**config.mk**
```make
export PLATFORM = sky130hd
export DESIGN_NAME = cti_terminal
export DESIGN_NICKNAME = d
export VERILOG_FILES = /design/src/rtl/cti_pkg.sv /design/src/rtl/cti_terminal.sv
export SDC_FILE = /design/constraint.sdc
export NUM_CORES = 2
export LEC_CHECK = 0
export ABC_AREA = 1
export BUFFER_PORTS_ARGS = -buffer_cell sky130_fd_sc_hd__clkbuf_2
export CORE_MARGIN = 2
export CORE_UTILIZATION = 40
export DETAILED_ROUTE_END_ITERATION = 10
export PLACE_DENSITY_LB_ADDON = 0.1
export REMOVE_ABC_BUFFERS = 1
export SYNTH_ARGS = -nofsm -noshare
export SYNTH_HDL_FRONTEND = slang
export SYNTH_SLANG_ARGS = --single-unit
export TNS_END_PERCENT = 20
```
**constraint.sdc**
```tcl
create_clock -name clk -period 30.7 [get_ports clk]
set_input_delay 3.07 -clock clk [delete_from_list [all_inputs] [get_ports clk]]
set_output_delay 3.07 -clock clk [all_outputs]
set_load 0.01 [all_outputs]
```
**src/rtl/cti_pkg.sv**
```systemverilog
// Shared constants, codes and carrier types for the configurable terminal block
package cti_pkg;
  // Clock and tick timing
  localparam int CLK_HZ = 125_000_000;
  localparam int CLK_NS = 8;
  localparam int NS_PER_MS = 1_000_000;
  localparam int TICK_STD_MS = 1;
  localparam int TICK_FAST_NS = 500;
  localparam int TICK_STD_CYC = TICK_STD_MS * NS_PER_MS / CLK_NS;
  localparam int GATE_S = 1;
  localparam int GATE_CYC = GATE_S * CLK_HZ;
  // Widths
  localparam int FW = 17;
  localparam int TW = 7;
  localparam int PW = 14;
  localparam int AW = 5;
  localparam int CW = 20;
  localparam logic [PW-1:0] PCT_FULL = 14'h2710;
  // Register indexes (word addresses)
  localparam logic [AW-1:0] IX_MODE = 5'h00;
  localparam logic [AW-1:0] IX_INV = 5'h01;
  localparam logic [AW-1:0] IX_FAST_T = 5'h02;
  localparam logic [AW-1:0] IX_STD_T = 5'h03;
  localparam logic [AW-1:0] IX_REACT = 5'h04;
  localparam logic [AW-1:0] IX_TRIG = 5'h05;
  localparam logic [AW-1:0] IX_PIN_MIN = 5'h06;
  localparam logic [AW-1:0] IX_PIN_MAX = 5'h07;
  localparam logic [AW-1:0] IX_OTYPE = 5'h08;
  localparam logic [AW-1:0] IX_POUT_MIN = 5'h09;
  localparam logic [AW-1:0] IX_POUT_MAX = 5'h0A;
  localparam logic [AW-1:0] IX_OUT_LVL = 5'h0B;
  localparam logic [AW-1:0] IX_POUT_PCT = 5'h0C;
  localparam logic [AW-1:0] IX_STATUS = 5'h0D;
  localparam logic [AW-1:0] IX_MEAS_HZ = 5'h0E;
  localparam logic [AW-1:0] IX_MEAS_PCT = 5'h0F;
  // Terminal modes
  localparam logic [2:0] MD_OFF = 3'h0;
  localparam logic [2:0] MD_DOUT = 3'h1;
  localparam logic [2:0] MD_POUT = 3'h2;
  localparam logic [2:0] MD_DIN = 3'h3;
  localparam logic [2:0] MD_PIN = 3'h4;
  // Trigger and output type codes
  localparam logic [1:0] TRG_NONE = 2'h0;
  localparam logic [1:0] TRG_RISE = 2'h1;
  localparam logic [1:0] TRG_FALL = 2'h2;
  localparam logic [1:0] TRG_BOTH = 2'h3;
  localparam logic [1:0] OT_TRI = 2'h0;
  localparam logic [1:0] OT_SINK = 2'h1;
  localparam logic [1:0] OT_SRC = 2'h2;
  localparam logic [1:0] OT_PP = 2'h3;
  // Reset values
  localparam logic [2:0] MODE_RST = MD_DIN;
  localparam logic [TW-1:0] STD_T_RST = 7'h05;
  localparam logic [FW-1:0] PIN_MAX_RST = 17'h1_ADB0;
  localparam logic [FW-1:0] POUT_MAX_RST = 17'h1_86A0;
  // Configuration carrier
  typedef struct packed {
    logic [2:0] mode;
    logic inv;
    logic [TW-1:0] fast_t;
    logic [TW-1:0] std_t;
    logic react;
    logic [1:0] trig;
    logic [FW-1:0] pin_min;
    logic [FW-1:0] pin_max;
    logic [1:0] otype;
    logic [FW-1:0] pout_min;
    logic [FW-1:0] pout_max;
    logic out_lvl;
    logic [PW-1:0] pout_pct;
  } cti_cfg_s;
  typedef enum logic {DV_IDLE, DV_BUSY} cti_div_e;
endpackage : cti_pkg

```
**src/rtl/cti_terminal.sv**
```systemverilog
// Configurable bidirectional terminal: input filter, events, pulse in/out, driver
//Operation
//- Inversion setting 1 inverts terminal signal
//- Fast debounce 0 to 63.5 us
//- Standard debounce 0 to 127 ms, default 5
//- Reaction setting picks 1 ms or 0.5 us tick
//- Fast reaction routes events as fast events
//- Trigger selects none, rising, falling, both edges
//- Pulse input min/max frequency map 0-100%
//- Pulse input frequency is an analog value
//- Pulse output frequency between min and max; a pout_pct above 10000 is not clamped, so the frequency leaves the range
//- Output type: tristate, sink, source, push-pull
//- Mode: off, dout, pout, din, pin
//
// Design decisions made here: the address-and-strobe port and the register addresses.
`timescale 1ns/1ps
module cti_terminal #(
  parameter int STD_TICK_CYC = cti_pkg::TICK_STD_CYC,
  parameter int GATE_LEN = cti_pkg::GATE_CYC
) (
  // Clock and reset
  input wire logic clk,
  input wire logic srst,
  // Register port
  input wire logic [cti_pkg::AW-1:0] addr,
  input wire logic [31:0] wdata,
  input wire logic we,
  input wire logic re,
  output logic [31:0] rdata,
  // Terminal pin
  input wire logic pin_in,
  output logic pin_out,
  output logic pin_oe_n,
  // Events
  output logic event_out,
  output logic fast_event_out
);
  import cti_pkg::*;

  cti_cfg_s cfg_r;
  logic raw_r, filt_r, filt_d_r;
  logic [TW-1:0] cnt_r, cur_t;
  logic std_tick_r, fast_tick_r, tick;
  logic [17:0] std_cnt_r;
  logic [9:0] fast_acc_r;
  logic in_mode, out_mode;
  logic [31:0] gate_r;
  logic [CW-1:0] edge_cnt_r, meas_r, cnt_tot;
  logic [PW-1:0] pct_r, q_r;
  logic [30:0] rem_r;
  logic [FW-1:0] den_r;
  logic [3:0] bit_r;
  cti_div_e dv_r;
  logic [FW-1:0] pout_f_r;
  logic [27:0] nco_r;
  logic sq_r, drv_lvl, rise_now;
  logic [30:0] trial;

  assign in_mode = (cfg_r.mode == MD_DIN) || (cfg_r.mode == MD_PIN);
  assign out_mode = (cfg_r.mode == MD_DOUT) || (cfg_r.mode == MD_POUT);

  // Register writes; fields are kept at their documented widths
  always_ff @(posedge clk) begin
    if (srst) begin
      cfg_r <= '0;
      cfg_r.mode <= MODE_RST;
      cfg_r.std_t <= STD_T_RST;
      cfg_r.pin_max <= PIN_MAX_RST;
      cfg_r.pout_max <= POUT_MAX_RST;
    end else if (we) begin
      case (addr)
        IX_MODE: cfg_r.mode <= wdata[2:0];
        IX_INV: cfg_r.inv <= wdata[0];
        IX_FAST_T: cfg_r.fast_t <= wdata[TW-1:0];
        IX_STD_T: cfg_r.std_t <= wdata[TW-1:0];
        IX_REACT: cfg_r.react <= wdata[0];
        IX_TRIG: cfg_r.trig <= wdata[1:0];
        IX_PIN_MIN: cfg_r.pin_min <= wdata[FW-1:0];
        IX_PIN_MAX: cfg_r.pin_max <= wdata[FW-1:0];
        IX_OTYPE: cfg_r.otype <= wdata[1:0];
        IX_POUT_MIN: cfg_r.pout_min <= wdata[FW-1:0];
        IX_POUT_MAX: cfg_r.pout_max <= wdata[FW-1:0];
        IX_OUT_LVL: cfg_r.out_lvl <= wdata[0];
        IX_POUT_PCT: cfg_r.pout_pct <= wdata[PW-1:0];
        default: ;
      endcase
    end
  end

  // Read data one cycle after the strobe; unmapped words read zero
  always_ff @(posedge clk) begin
    if (srst) begin
      rdata <= '0;
    end else if (re) begin
      case (addr)
        IX_MODE: rdata <= {29'h0, cfg_r.mode};
        IX_INV: rdata <= {31'h0, cfg_r.inv};
        IX_FAST_T: rdata <= {25'h0, cfg_r.fast_t};
        IX_STD_T: rdata <= {25'h0, cfg_r.std_t};
        IX_REACT: rdata <= {31'h0, cfg_r.react};
        IX_TRIG: rdata <= {30'h0, cfg_r.trig};
        IX_PIN_MIN: rdata <= {15'h0, cfg_r.pin_min};
        IX_PIN_MAX: rdata <= {15'h0, cfg_r.pin_max};
        IX_OTYPE: rdata <= {30'h0, cfg_r.otype};
        IX_POUT_MIN: rdata <= {15'h0, cfg_r.pout_min};
        IX_POUT_MAX: rdata <= {15'h0, cfg_r.pout_max};
        IX_OUT_LVL: rdata <= {31'h0, cfg_r.out_lvl};
        IX_POUT_PCT: rdata <= {18'h0, cfg_r.pout_pct};
        IX_STATUS: rdata <= {30'h0, pin_in, filt_r};
        IX_MEAS_HZ: rdata <= {12'h0, meas_r};
        IX_MEAS_PCT: rdata <= {18'h0, pct_r};
        default: rdata <= '0;
      endcase
    end else begin
      rdata <= '0;
    end
  end

  // Tick dividers; 0.5 us is not a whole cycle count, so a ns accumulator
  // alternates 62 and 63 cycles to hold the mean exactly
  always_ff @(posedge clk) begin
    if (srst) begin
      std_cnt_r <= '0;
      std_tick_r <= 1'b0;
      fast_acc_r <= '0;
      fast_tick_r <= 1'b0;
    end else begin
      std_tick_r <= (std_cnt_r == 18'(STD_TICK_CYC - 1));
      std_cnt_r <= (std_cnt_r == 18'(STD_TICK_CYC - 1)) ? '0 : std_cnt_r + 18'h0_0001;
      if (fast_acc_r + 10'(CLK_NS) >= 10'(TICK_FAST_NS)) begin
        fast_acc_r <= fast_acc_r + 10'(CLK_NS) - 10'(TICK_FAST_NS);
        fast_tick_r <= 1'b1;
      end else begin
        fast_acc_r <= fast_acc_r + 10'(CLK_NS);
        fast_tick_r <= 1'b0;
      end
    end
  end

  assign tick = cfg_r.react ? fast_tick_r : std_tick_r;
  assign cur_t = cfg_r.react ? cfg_r.fast_t : cfg_r.std_t;

  // Inversion ahead of the filter, so edges refer to the inverted level
  always_ff @(posedge clk) begin
    if (srst) begin
      raw_r <= 1'b0;
      filt_r <= 1'b0;
      filt_d_r <= 1'b0;
      cnt_r <= '0;
    end else begin
      raw_r <= pin_in ^ cfg_r.inv;
      filt_d_r <= filt_r;
      if (!in_mode || raw_r == filt_r) begin
        cnt_r <= '0;
      end else if (cnt_r >= cur_t) begin
        filt_r <= raw_r;
        cnt_r <= '0;
      end else if (tick) begin
        cnt_r <= cnt_r + 7'h01;
      end
    end
  end

  // Edge events on the filtered level; fast reaction has its own strobe
  always_ff @(posedge clk) begin
    logic hit;
    hit = 1'b0;
    if (srst) begin
      event_out <= 1'b0;
      fast_event_out <= 1'b0;
    end else begin
      case (cfg_r.trig)
        TRG_RISE: hit = filt_r & ~filt_d_r;
        TRG_FALL: hit = ~filt_r & filt_d_r;
        TRG_BOTH: hit = filt_r ^ filt_d_r;
        default: hit = 1'b0;
      endcase
      hit = hit && (cfg_r.mode == MD_DIN);
      event_out <= hit && !cfg_r.react;
      fast_event_out <= hit && cfg_r.react;
    end
  end

  // Edge in the gate's last cycle is counted too, so no edge falls between two gates
  assign rise_now = filt_r && !filt_d_r;
  assign cnt_tot = (rise_now && edge_cnt_r != '1) ? edge_cnt_r + 20'h0_0001 : edge_cnt_r;

  // Frequency gate: rising edges counted over a one second window
  always_ff @(posedge clk) begin
    if (srst || cfg_r.mode != MD_PIN) begin
      gate_r <= '0;
      edge_cnt_r <= '0;
      meas_r <= '0;
    end else if (gate_r == 32'(GATE_LEN - 1)) begin
      gate_r <= '0;
      meas_r <= cnt_tot;
      edge_cnt_r <= '0;
    end else begin
      gate_r <= gate_r + 32'h0000_0001;
      edge_cnt_r <= cnt_tot;
    end
  end

  // Percent mapping: clamp first, then a 14 step restoring divide
  assign trial = 31'({den_r, 14'h0} >> (4'd14 - bit_r));
  always_ff @(posedge clk) begin
    if (srst) begin
      dv_r <= DV_IDLE;
      pct_r <= '0;
      q_r <= '0;
      rem_r <= '0;
      den_r <= '0;
      bit_r <= '0;
    end else begin
      case (dv_r)
        DV_IDLE: begin
          if (cfg_r.mode == MD_PIN && gate_r == 32'(GATE_LEN - 1)) begin
            if (cnt_tot >= CW'(cfg_r.pin_max)) begin
              pct_r <= PCT_FULL;
            end else if (cnt_tot <= CW'(cfg_r.pin_min)) begin
              pct_r <= '0;
            end else begin
              rem_r <= 31'(cnt_tot - CW'(cfg_r.pin_min)) * 31'(PCT_FULL);
              den_r <= cfg_r.pin_max - cfg_r.pin_min;
              q_r <= '0;
              bit_r <= 4'hD;
              dv_r <= DV_BUSY;
            end
          end
        end
        DV_BUSY: begin
          if (rem_r >= trial) begin
            rem_r <= rem_r - trial;
            q_r[bit_r] <= 1'b1;
          end
          if (bit_r == 4'h0) begin
            dv_r <= DV_IDLE;
            pct_r <= (rem_r >= trial) ? (q_r | 14'h0001) : q_r;
          end else begin
            bit_r <= bit_r - 4'h1;
          end
        end
        default: dv_r <= DV_IDLE;
      endcase
    end
  end

  // Output frequency; a reversed range runs downward from the minimum
  always_ff @(posedge clk) begin
    if (srst) begin
      pout_f_r <= '0;
    end else if (cfg_r.pout_max >= cfg_r.pout_min) begin
      pout_f_r <= cfg_r.pout_min + FW'((31'(cfg_r.pout_max - cfg_r.pout_min)
        * 31'(cfg_r.pout_pct)) / 31'(PCT_FULL));
    end else begin
      pout_f_r <= cfg_r.pout_min - FW'((31'(cfg_r.pout_min - cfg_r.pout_max)
        * 31'(cfg_r.pout_pct)) / 31'(PCT_FULL));
    end
  end

  // Square wave oscillator: two toggles per period at the chosen frequency
  always_ff @(posedge clk) begin
    if (srst || cfg_r.mode != MD_POUT) begin
      nco_r <= '0;
      sq_r <= 1'b0;
    end else if (nco_r + {pout_f_r, 1'b0} >= 28'(CLK_HZ)) begin
      nco_r <= nco_r + {pout_f_r, 1'b0} - 28'(CLK_HZ);
      sq_r <= ~sq_r;
    end else begin
      nco_r <= nco_r + {10'h000, pout_f_r, 1'b0};
    end
  end

  assign drv_lvl = ((cfg_r.mode == MD_POUT) ? sq_r : cfg_r.out_lvl) ^ cfg_r.inv;

  // Pin driver; enable low while driving, idle types release the pin
  always_ff @(posedge clk) begin
    if (srst) begin
      pin_out <= 1'b0;
      pin_oe_n <= 1'b1;
    end else if (!out_mode) begin
      pin_out <= 1'b0;
      pin_oe_n <= 1'b1;
    end else begin
      case (cfg_r.otype)
        OT_SINK: begin
          pin_out <= 1'b0;
          pin_oe_n <= ~drv_lvl;
        end
        OT_SRC: begin
          pin_out <= 1'b1;
          pin_oe_n <= ~drv_lvl;
        end
        OT_PP: begin
          pin_out <= drv_lvl;
          pin_oe_n <= 1'b0;
        end
        default: begin
          pin_out <= 1'b0;
          pin_oe_n <= 1'b1;
        end
      endcase
    end
  end

  a_inv_pass: assert property (@(posedge clk) disable iff (srst)
    (in_mode && cur_t == '0) |=> filt_r == $past(pin_in ^ cfg_r.inv, 2))
    else $error("filtered level does not follow inverted pin");
  a_filter_hold: assert property (@(posedge clk) disable iff (srst)
    (filt_r != $past(filt_r)) |-> $past(cnt_r >= cur_t && in_mode))
    else $error("filter changed before its time");
  a_fast_tick_gap: assert property (@(posedge clk) disable iff (srst)
    fast_tick_r |=> !fast_tick_r [*8])
    else $error("fast tick spacing too short");
  a_evt_rise: assert property (@(posedge clk) disable iff (srst)
    ($rose(filt_r) && cfg_r.trig == TRG_RISE && cfg_r.mode == MD_DIN)
    |=> (event_out || fast_event_out))
    else $error("rising edge event missing");
  a_evt_none: assert property (@(posedge clk) disable iff (srst)
    (cfg_r.trig == TRG_NONE || cfg_r.mode == MD_PIN) |=> !event_out && !fast_event_out)
    else $error("event raised with trigger off");
  a_fast_route: assert property (@(posedge clk) disable iff (srst)
    fast_event_out |-> $past(cfg_r.react) && !event_out)
    else $error("fast event without fast reaction");
  a_pct_clamp: assert property (@(posedge clk) disable iff (srst)
    pct_r <= PCT_FULL)
    else $error("percent above full scale");
  a_pout_range: assert property (@(posedge clk) disable iff (srst)
    $stable(cfg_r) && cfg_r.pout_min <= cfg_r.pout_max
    |-> pout_f_r >= cfg_r.pout_min && pout_f_r <= cfg_r.pout_max)
    else $error("output frequency outside range");
  a_oe_release: assert property (@(posedge clk) disable iff (srst)
    (!out_mode || cfg_r.otype == OT_TRI) |=> pin_oe_n)
    else $error("pin driven while released");
  a_push_pull: assert property (@(posedge clk) disable iff (srst)
    (out_mode && cfg_r.otype == OT_PP) |=> !pin_oe_n && pin_out == $past(drv_lvl))
    else $error("push pull not driving level");
endmodule : cti_terminal

```
==> results.cfg <==
[yosys]
avgSynthCellArea_um2 = 6.74
synth_top_area_frac = 0.183
synth_top_area_cell = fa_1
synthFlopType = dfxtp_1
yosysUniqueCellTypes = 79
synthCells = 8515
synthTopCellsByArea = fa_1, dfxtp_1, nand2_1, inv_1, ha_1
synth-edff-count = 0
netlist_area_um2 = 57400
ys_ff_latch = 366
async_reset_ff_frac = 0
yosys_warnings = 0
ys_seq_area_frac = 0.128

[clocking]
root_buffer = clkbuf_16
cts_inserted_buffers = 40
h-tree-depth = 2
insertion_delay_ns = 0.58
cts_tree = done
clk_pin_slew_worst_paths_ns = 0.07
clockBufferDepth = 3
cts_hold_buf = 0
clkSinkCount = 366

[global_route]
grt_overflow = 0
grt_pass1_vias = 50900
grt_pass1_wl_um = 273000
antenna_found_initial = 1
grt_usage = 0.230
grt_max_degree = 75

[routing]
drt-initial-drc-count = 3058
num_vias = 51900
totalWireLength_um = 167000
firstDrtPassIters = 6
route.detailed.drc = 0
ant_nets = 0
viasPerCell = 5.01
wire_per_inst_um = 16.1

[finish]
synthToLayoutAreaGrowth_pct = 5.75
register_area_um2 = 7330
diodes = 0
fillers = 15100
drive_above_1_share = 0.0962
fin_cells = 10400
final_nets = 9405
multi_input_comb_area_um2 = 42400

[setup_path]
crit_top_cell = nand2_2
crit_slowest_cell = xor2_1
cp.arrival_ns = 28.30
endpoint_kind = register
critPathLaunchType = register
cpPeakStageDelay_ns = 0.59
critical_path_class = register to register
critPathRequiredTime_ns = 31.17
crit_path_max_fanout = 18

[sta]
period_share = 0.907
clock_skew_ns = 0.0142
setup_violations = 0
rsz0062_at_grt = no
drv_slew = 0
relSlewSlack = 0.192
timing.final.crit_period_ns = 27.83
fmax_ghz = 0.0359
finalHoldViolCount = 0
worst_slew_pin_slew_ns = 1.21
fin_tns_setup_ns = 0

[run_status]
status = finished, final reports clean

[placement]
io_buffers = 50
routabilityCongestion = 0.931
place_inst = 10300
hpwl_um = 140000

[floorplan]
rows = 138
start_util = 0.404
core_area_um2 = 142000
die_y_um = 383
ios = 78
dieArea_um2 = 146000
die_w_um = 383

[run]
drv_cap = 0

[min_path]
min_path_type = register to register
-- repair_timing --
| action | 4_1_cts | 5_1_grt |
|---|---|---|
| buffers inserted | 0 | 0 |
| endpoints found under the setup margin | 0 | 1 |
| resized for setup | 0 | 2 |
-- final timing paths --
kind	start	endpoint	slack, ns	cells past startpoint
setup / recovery	cfg_r[32]	pout_f_r[16]	2.87	171
hold / removal	meas_r[18]	rdata[18]	0.45	2
setup reg to reg	cfg_r[32]	pout_f_r[16]	2.87	171
hold reg to reg	meas_r[18]	rdata[18]	0.45	2
-- per-stage QoR --
| stage | setup WS (ns) | util | area, um2 | hold slack [ns] |
|---|---|---|---|---|
| 3_5_place_dp | 2.77 | 0.417 | 59200 | 0.441 |
| 3_3_place_gp | 3.01 | 0.417 | 59200 | 0.432 |
| 2_1_floorplan | 8.60 | - | 56300 | 0.418 |
| 5_1_grt | 0.0317 | 0.428 | 60700 | 0.470 |
| 4_1_cts | 2.66 | 0.427 | 60700 | 0.454 |
| 6_report | 2.87 | 0.428 | 60700 | 0.448 |
-- kinds of logic after synthesis --
group	after synthesis	synth area share
simple gates	3795	0.306
buf+inv	1946	0.134
compound gates	1189	0.118
fa+ha+maj	913	0.268
flops	366	0.128
xor+xnor	293	0.0449
mux	12	0.00209
other cells	1	0.0000654
-- registers in the layout (all words and copies together) (netlist names), 18 cells and up --
| name | flops |
|---|---|
| cfg_r | 106 |
| gate_r | 32 |
| meas_r | 20 |
| rdata | 20 |
| std_cnt_r | 18 |
| edge_cnt_r | 20 |
| rem_r | 31 |
| nco_r | 27 |
-- area by class of cell --
cell class              instances  share of cell area
multi-input cells            6214               0.699
flip-flops and latches        366               0.121
inverters                    1744               0.109
well taps                    1890              0.0390
clock buffers                  45              0.0175
repair buffers                 84             0.00833
clock inverters                27             0.00645
-- layout by cell type (no fill, tap or decap), drive strengths merged, types with 11 or more instances in the layout --
cell | synthesis | final
a21oi | 515 | 515
fa | 525 | 525
a211oi | 11 | 11
xor2 | 221 | 221
inv | 1710 | 1713
nor3 | 99 | 99
a21o | 15 | 15
clkinv | 32 | 45
nand3b | 24 | 24
o22ai | 55 | 55
nand3 | 565 | 565
nor2 | 843 | 843
o211ai | 27 | 27
mux2i | 12 | 12
o21bai | 24 | 24
conb | 1 | 12
nand4 | 88 | 88
xnor2 | 72 | 72
buf | 49 | 34
dfxtp | 366 | 366
o21a | 24 | 24
a31oi | 34 | 34
or2 | 32 | 32
clkbuf | 153 | 95
o21ai | 434 | 434
nand2 | 2098 | 2098
nor4 | 29 | 29
o221ai | 11 | 11
ha | 388 | 388
-- worst max-delay path: cells and delay by family, from the launching register on --
kind	cells	cell delay, ns
flops	1	0.37
compound gates	22	4.59
fa+ha+maj	11	4.71
simple gates	113	14.88
xor+xnor	2	0.78
buf+inv	23	2.28
-- Yosys cell counts (13+ instances only) --
cell type	number
nand2_1	1725
inv_1	1661
nor2_1	754
fa_1	525
nand3_1	518
a21oi_1	492
o21ai_0	397
ha_1	388
dfxtp_1	366
nand2_2	300
xor2_1	220
clkbuf_1	150
nor3_1	97
nand4_1	85
xnor2_1	72
nand2_4	71
nor2_2	68
o22ai_1	55
inv_2	46
nand3_2	44
a31oi_1	34
nor4_1	29
or2_2	29
o211ai_1	27
o21a_1	24
buf_6	23
nand3b_1	23
o21ai_1	23
o21bai_1	23
nor2_4	20
clkinv_1	19
buf_4	15
o21ai_2	13
-- routing by layer --
layer / wire length (um) / part of all wire / GRT usage / vias up
met2: 77600 / 0.46 / 0.390 / 896
met1: 79000 / 0.47 / 0.315 / 24500
met4: 3960 / 0.024 / 0.0520 / 0
met5: 0 / 0 / 0 / -
li1: - / - / - / 26400
met3: 6460 / 0.039 / 0.0201 / 171
Power is left out: the tool's default activity adds up to more than one toggle a clock period on the data nets, which glitch-free logic cannot reach.
